--- src/fcl_pkg.sv ---
// Purpose: Shared constants and types for the flash command launcher.
// Assumes: One 16-bit control register on a 32-bit peripheral bus at offset zero.
// Notes:   Command codes cover the row erase and page write operations.
package fcl_pkg;

   // ********************************
   // Register map and field layout.
   // ********************************
   localparam logic [7:0]  FCL_CTRL_OFFSET = 8'h00;
   localparam int          FCL_CMD_LSB     = 0;
   localparam int          FCL_CMD_MSB     = 6;
   localparam int          FCL_KEY_LSB     = 8;
   localparam int          FCL_KEY_MSB     = 15;
   localparam logic [6:0]  FCL_CMD_RESET   = 7'h00;
   localparam logic [7:0]  FCL_KEY_RESET   = 8'h00;
   localparam logic [7:0]  FCL_EXEC_KEY    = 8'hA5;

   // ********************************
   // Command codes.
   // ********************************
   localparam logic [6:0]  FCL_ERASE_ROW   = 7'h02;
   localparam logic [6:0]  FCL_WRITE_PAGE  = 7'h04;

   typedef enum logic [2:0] {
      FCL_IDLE = 3'b001,
      FCL_PEND = 3'b010,
      FCL_BUSY = 3'b100
   } fcl_state_t;

   typedef struct packed {
      fcl_state_t  st;
      logic [6:0]  cmd;
      logic [7:0]  key;
      logic        err;
      logic        start;
      logic [6:0]  code;
      logic [15:0] addr;
      logic [15:0] rdata;
   } fcl_regs_t;

   // Operation handed to the flash array.
   typedef struct packed {
      logic        start;
      logic        erase_row_command;
      logic        write_page;
      logic [6:0]  code;
      logic [15:0] word_addr;
   } fcl_op_t;

endpackage

--- src/fcl_launcher.sv ---
// Purpose: Accepts keyed commands on the peripheral bus and launches flash operations.
// Assumes: System-bus activity, array busy and done come from logic on the same clock.
// Notes:   The error flag is sticky; a clear pulse loses to a simultaneous new error.
`timescale 1ns/1ps
module fcl_launcher
   import fcl_pkg::*;
#(
   parameter int ADDR_W = 8
) (
   input  wire logic              clk,
   input  wire logic              reset_n,
   input  wire logic              psel,
   input  wire logic              penable,
   input  wire logic              pwrite,
   input  wire logic [ADDR_W-1:0] paddr,
   input  wire logic [31:0]       pwdata,
   output      logic [31:0]       prdata,
   output      logic              pready,
   output      logic              pslverr,
   input  wire logic              ahb_access,
   input  wire logic              nvm_busy,
   input  wire logic              op_done,
   input  wire logic [15:0]       nvm_addr,
   input  wire logic              error_clear,
   output      logic              program_error_flag,
   output      logic              nvm_ready,
   output      fcl_op_t           op
);

   // ********************************
   // State and next-state logic.
   // ********************************
   fcl_regs_t q;
   fcl_regs_t next_q;
   logic      wr;
   logic      sel_ctrl;
   logic      key_ok;

   assign sel_ctrl = (paddr == ADDR_W'(FCL_CTRL_OFFSET));
   assign wr       = psel && penable && pwrite && sel_ctrl;
   assign key_ok   = (pwdata[FCL_KEY_MSB:FCL_KEY_LSB] == FCL_EXEC_KEY);

   always_comb begin
      next_q       = q;
      next_q.start = 1'b0;
      if (error_clear) begin
         next_q.err = 1'b0;
      end
      // Capture read data in the setup phase so prdata comes from flops.
      if (psel && !penable) begin
         next_q.rdata = sel_ctrl ? {q.key, 1'b0, q.cmd} : 16'h0000;
      end
      case (q.st)
         FCL_IDLE: begin
         end
         FCL_PEND: begin
            if (!ahb_access && !nvm_busy) begin
               next_q.st    = FCL_BUSY;
               next_q.start = 1'b1;
               next_q.code  = q.cmd;
               next_q.addr  = nvm_addr;
               next_q.key   = {q.key[7:1], 1'b0};
            end
         end
         FCL_BUSY: begin
            if (op_done) begin
               next_q.st = FCL_IDLE;
            end
         end
         default: begin
            next_q.st = FCL_IDLE;
         end
      endcase
      if (wr) begin
         // Only an idle launcher takes new fields, so a refused write cannot
         // alter the code or the key readback of a command already queued or running.
         if (q.st == FCL_IDLE) begin
            // Both fields come from the one write.
            next_q.cmd = pwdata[FCL_CMD_MSB:FCL_CMD_LSB];
            next_q.key = pwdata[FCL_KEY_MSB:FCL_KEY_LSB];
         end
         if (!key_ok) begin
            next_q.err = 1'b1;
         end else if (q.st != FCL_IDLE) begin
            // An earlier command still owns the launcher.
            next_q.err = 1'b1;
         end else begin
            next_q.st = FCL_PEND;
         end
      end
   end

   always_ff @(posedge clk) begin
      if (!reset_n) begin
         q <= '{st: FCL_IDLE, cmd: FCL_CMD_RESET, key: FCL_KEY_RESET, err: 1'b0,
                start: 1'b0, code: FCL_CMD_RESET, addr: 16'h0000, rdata: 16'h0000};
      end else begin
         q <= next_q;
      end
   end

   // ********************************
   // Outputs.
   // ********************************
   assign prdata                = {16'h0000, q.rdata};
   assign pready                = 1'b1;
   assign pslverr               = 1'b0;
   assign program_error_flag    = q.err;
   assign nvm_ready             = (q.st == FCL_IDLE);
   always_comb begin
      op.start             = q.start;
      op.erase_row_command = q.start && (q.code == FCL_ERASE_ROW);
      op.write_page        = q.start && (q.code == FCL_WRITE_PAGE);
      op.code              = q.code;
      op.word_addr         = q.addr;
   end

   // ********************************
   // Assertions.
   // ********************************
   a_good_key_launch: assert property (@(posedge clk) disable iff (!reset_n)
      wr && key_ok && q.st == FCL_IDLE |=> q.st == FCL_PEND && q.key[0])
      else $error("Keyed write in idle did not queue the command.");

   a_bad_key_error: assert property (@(posedge clk) disable iff (!reset_n)
      wr && !key_ok |=> program_error_flag && !($past(q.st) == FCL_IDLE && q.st != FCL_IDLE))
      else $error("Wrong key did not flag an error or queued a command.");

   a_early_cmd_error: assert property (@(posedge clk) disable iff (!reset_n)
      wr && key_ok && q.st != FCL_IDLE |=> program_error_flag && q.cmd == $past(q.cmd) &&
         ($past(q.st) == FCL_PEND || !op.start))
      else $error("Command during busy was not flagged.");

   a_ahb_priority: assert property (@(posedge clk) disable iff (!reset_n)
      q.st == FCL_PEND && (ahb_access || nvm_busy) |=> !op.start)
      else $error("Command started during system-bus or array activity.");

   a_idle_issue: assert property (@(posedge clk) disable iff (!reset_n)
      q.st == FCL_PEND && !ahb_access && !nvm_busy |=> op.start ##1 !op.start)
      else $error("Deferred command did not start once both were idle.");

   a_key_bit_clear: assert property (@(posedge clk) disable iff (!reset_n)
      $rose(op.start) |-> !q.key[0] && $past(q.key[0]))
      else $error("Key bit 0 did not fall on issue.");

   a_word_address: assert property (@(posedge clk) disable iff (!reset_n)
      op.start |-> op.word_addr == $past(nvm_addr))
      else $error("Issued address is not the sampled word address.");

   a_field_layout: assert property (@(posedge clk) disable iff (!reset_n)
      wr && key_ok && q.st == FCL_IDLE |=> q.cmd == $past(pwdata[6:0]))
      else $error("Command field not taken from bits 6:0.");

   a_erase_decode: assert property (@(posedge clk) disable iff (!reset_n)
      op.start && op.code == 7'h02 |-> op.erase_row_command && !op.write_page)
      else $error("Erase row not decoded.");

   a_write_decode: assert property (@(posedge clk) disable iff (!reset_n)
      op.start && op.code == 7'h04 |-> op.write_page && !op.erase_row_command)
      else $error("Write page not decoded.");

   a_ready_low: assert property (@(posedge clk) disable iff (!reset_n)
      op.start && !op_done |=> !nvm_ready)
      else $error("Ready high while a command runs.");

   a_start_from_pend: assert property (@(posedge clk) disable iff (!reset_n)
      op.start |-> $past(q.st) == FCL_PEND)
      else $error("Command started without a keyed write.");

   a_code_from_cmd: assert property (@(posedge clk) disable iff (!reset_n)
      op.start |-> op.code == $past(q.cmd))
      else $error("Issued code differs from the written command.");

   a_pend_keeps_cmd: assert property (@(posedge clk) disable iff (!reset_n)
      q.st != FCL_IDLE && wr && !key_ok |=> q.cmd == $past(q.cmd))
      else $error("Wrong key changed a queued command.");

   a_error_sticky: assert property (@(posedge clk) disable iff (!reset_n)
      program_error_flag && !error_clear |=> program_error_flag)
      else $error("Error flag fell without a clear.");

   a_set_beats_clear: assert property (@(posedge clk) disable iff (!reset_n)
      wr && (!key_ok || q.st != FCL_IDLE) && error_clear |=> program_error_flag)
      else $error("Clear won over a new error.");

   a_addr_holds: assert property (@(posedge clk) disable iff (!reset_n)
      !op.start |-> $stable(op.word_addr))
      else $error("Word address changed without an issue.");

   a_key_layout: assert property (@(posedge clk) disable iff (!reset_n)
      wr && key_ok && q.st == FCL_IDLE |=> q.key == $past(pwdata[15:8]))
      else $error("Key field not taken from bits 15:8.");

   a_unmapped_read: assert property (@(posedge clk) disable iff (!reset_n)
      psel && !penable && !sel_ctrl |=> prdata == 32'h00000000)
      else $error("Unmapped read returned nonzero data.");

   a_decode_only_start: assert property (@(posedge clk) disable iff (!reset_n)
      op.erase_row_command || op.write_page |-> op.start)
      else $error("Operation decode without a start.");

   a_pend_not_ready: assert property (@(posedge clk) disable iff (!reset_n)
      q.st == FCL_PEND |-> !nvm_ready)
      else $error("Ready high while a command is queued.");

   a_done_ready: assert property (@(posedge clk) disable iff (!reset_n)
      q.st == FCL_BUSY && op_done |=> nvm_ready)
      else $error("Ready did not return after completion.");

endmodule

--- config.mk ---
export PLATFORM = sky130hd
export DESIGN_NAME = fcl_launcher
export DESIGN_NICKNAME = d
export VERILOG_FILES = /design/src/fcl_pkg.sv /design/src/fcl_launcher.sv
export SDC_FILE = /design/constraint.sdc
export NUM_CORES = 1
export LEC_CHECK = 0
export CAP_MARGIN = 10
export CORE_MARGIN = 3
export CORE_UTILIZATION = 50
export DETAILED_ROUTE_END_ITERATION = 10
export DONT_BUFFER_PORTS = 1
export PLACE_DENSITY = 0.68
export SLEW_MARGIN = 20
export SYNTH_ARGS = -nofsm -noshare
export SYNTH_HDL_FRONTEND = slang
export SYNTH_SLANG_ARGS = --single-unit
--- constraint.sdc ---
create_clock -name clk -period 1.7 [get_ports clk]
set_clock_uncertainty 0.2 [all_clocks]
set_input_delay 0.34 -clock clk [delete_from_list [all_inputs] [get_ports clk]]
set_output_delay 0.34 -clock clk [all_outputs]
set_load 0.005 [all_outputs]
==> reports/metrics.yaml <==
utilization_pct: 61.3
pwr-share-clk_pct: 42.5
critPathMaxStageDelay_ns: 0.34
rsz0062_at_grt: "true"
grt_usage_pct: 20.8
rows: 26
grt_max_degree: 30
synth_edf_count: 0
synth.cell_area_sq_um: 2810
arrival_ns: 1.31
cp_cell_sequence: "nor4_2 -> nand3b_1 -> nor3b_2"
yosys_warnings: 0
status: "finished, violations left"
wirelength_um: 7060
drive_gt1_share_pct: 13.6
vias: 2308
synth_cell_types: 34
seqCellArea_sq_um: 1160
diodes: 0
max-clock-path-buffers: 2
async_reset_ff_share_pct: 0
fin_crit_sh_pct: 109
final_antenna_net_count: 0
setup.worst_path.end_class: "primary output"
initial_core_util_pct: 53.4
clock_latency_ns: 0.34
path_buf_inv: 0
portBuffers: 0
required_ns: 1.16
cpMaxStageDelayCell: "dfxtp_2"
r2r-end: "op[6]$_SDFFE_PN0P_"
p_int_w: 0.00204
fill_cells: 473
fin_cells: 415
finalMaxSlewViolations: 0
dieArea_sq_um: 6560
max_freq_mhz: 541
cts.sinks: 58
antenna_found_initial: 0
min_path_cells: 2
cts-root-buf: "clkbuf_8"
setup_ws_ns: -0.147
cts_buffers: 9
final_nets: 406
p_per_area_nw_per_um2: 820
max-slew-margin-rel_pct: 51.1
ys.flop_type: "dfxtp_1"
r2r_slack_ns: 0.08
cts_tree: "built"
grt_overflow: 0
hold_viol: 0
hpwl_um: 4340
crit_path_start_kind: "register"
combPwrFrac_pct: 6.2
leakagePower_nw: 1.09
post-route-min-period_ns: 1.85
path_class: "reg -> out"
violations: "negative setup slack"
ir_drop_uv: 642
synth_cells: 332
r2r-start: "q[57]$_SDFF_PN0_"
die_h_um: 81
grt_pass1_wl_um: 10400
synth_seq_area_share_pct: 41.3
multi_input_area_sq_um: 1190
top_level_ports: 127
critical_path_cell_count: 3
timing.hold.ws_ns: 0.0203
drt-wirelength-per-cell_um: 17.0
core_sq_um: 5270
p_total_w: 0.00265
worstMarginPinSlew_ns: 0.733
grt_pass1_vias: 2226
ys_ff_latch: 58
min_from: "op_done"
hold_path.class: "in -> reg"
drc_errors: 0
htreeDepth: 3
firstDrtPassIters: 4
worstPathMaxFanout: 3
area_growth_pct: 14.9
placed_cell_area_sq_um: 2550
finalSetupViolations: 2
viasPerCell: 5.56
p_sw_share_pct: 22.9
p_seq_share_pct: 51.3
clk_pin_slew_ns: 0.06
fin_area_sq_um: 3230
dieWidth_um: 81
rr_worst_depth: 4
cap_violations: 0
avgSynthCellArea_sq_um: 8.47
first_iter_violations: 137
placed_cells: 353
holdPathEnd: "q[58]$_SDFF_PN0_"
crit_family: "simple AND/OR/NAND/NOR gates"
gp_congestion: 0.782
power_switching_w: 0.000608
-- per-stage QoR --
step,setup TNS [ns],setup WS [ns]
2_1_floorplan,0,0.00148
3_3_place_gp,0,0.0340
3_5_place_dp,0,0.0249
4_1_cts,-0.347,-0.176
5_1_grt,-0.502,-0.242
6_report,-0.292,-0.147
-- placed cells by master (no fill, tap or decap), drive strengths merged, types with 2 or more instances in the layout --
cell	netlist	layout
dfxtp	58	58
conb	2	19
nor4	3	3
nand2	44	44
o21ai	25	25
a21oi	38	38
nand3	24	24
dlygate4sd3	0	45
clkinv	0	3
clkbuf	18	12
and3	2	2
nand2b	2	2
nor3b	3	3
mux2i	15	15
nor4bb	2	2
a211oi	2	2
nand4	16	16
nand3b	2	2
buf	64	16
clkinvlp	0	2
-- cells by family after synthesis --
group / after synthesis / synth area share, %
multiplexers: 15 / 5.34
flip-flops: 58 / 41.3
AO/OA/AOI/OAI: 67 / 12.5
AND/OR/NAND/NOR: 106 / 20.7
other: 2 / 0.267
buffers and inverters: 84 / 19.9
-- area by class of cell --
cell class | instances | area share (%)
clock buffer | 12 | 4.80
inverter | 2 | 0.349
timing repair buffer | 62 | 18.6
timing repair inverter | 1 | 0.232
tap | 70 | 2.71
sequential | 58 | 36.1
clock inverter | 3 | 0.465
multi-input combinational | 207 | 36.8
-- cell usage after synthesis, types with 2 or more instances --
cell type / count / area share, %
buf_2: 4 / 0.71
conb_1: 2 / 0.27
nand3b_1: 2 / 0.53
nor4_4: 2 / 1.5
clkbuf_1: 17 / 2.3
o21ai_0: 25 / 4.4
nor4bb_1: 2 / 0.71
nor3b_1: 3 / 0.80
dfxtp_1: 58 / 41
and3_1: 2 / 0.44
mux2i_1: 15 / 5.3
a21oi_1: 38 / 6.8
nand4_1: 16 / 3.6
buf_4: 59 / 16
nand2_1: 44 / 5.9
nand2b_1: 2 / 0.44
nand3_1: 24 / 4.3
-- timing repair --
action | 4_1_cts | 5_1_grt
pin swaps | 3 | 1
hold endpoints to repair | 32 | 0
resized for setup | 6 | 8
hold buffers | 46 | 0
cloned | 0 | 1
buffers inserted | 0 | 0
setup endpoints to repair | 3 | 27
-- power by group through the flow --
| stage | Sequential, W | Combinational (W) | Clock (W) |
|---|---|---|---|
| 2_1_floorplan | 0.00139 | 0.0000943 | 0 |
| 3_3_place_gp | 0.00139 | 0.0000686 | 0 |
| 3_5_place_dp | 0.00139 | 0.0000695 | 0 |
| 4_1_cts | 0.00136 | 0.000161 | 0.00114 |
| 5_1_grt | 0.00136 | 0.000177 | 0.00120 |
| 6_report | 0.00136 | 0.000164 | 0.00113 |
-- layer usage --
metal,routed length (um),global-route usage (%),vias up,share of wire (%)
li1,-,-,1092,-
met1,2850,23.6,1108,40
met2,3530,35.4,91,50
met3,509,7.43,17,7.2
met4,179,8.45,0,2.5
met5,0,0,-,0
-- worst max path at each step --
stage / start / to / slack (ns)
6_report: op[20]$_SDFFE_PN0P_ / op[23] / -0.15
5_1_grt: op[20]$_SDFFE_PN0P_ / op[24] / -0.24
4_1_cts: op[20]$_SDFFE_PN0P_ / op[23] / -0.18
3_5_place_dp: nvm_busy / op[14]$_SDFFE_PN0P_ / 0.02
3_3_place_gp: nvm_busy / op[15]$_SDFFE_PN0P_ / 0.03
2_1_floorplan: nvm_busy / op[14]$_SDFFE_PN0P_ / 0.001
-- state kept, by name, indices dropped and copies added, names as in the netlist --
signal,flops
program_error_flag,1
op,24
q,18
prdata,15
No activity file was read; power rests on OpenSTA's default activity.
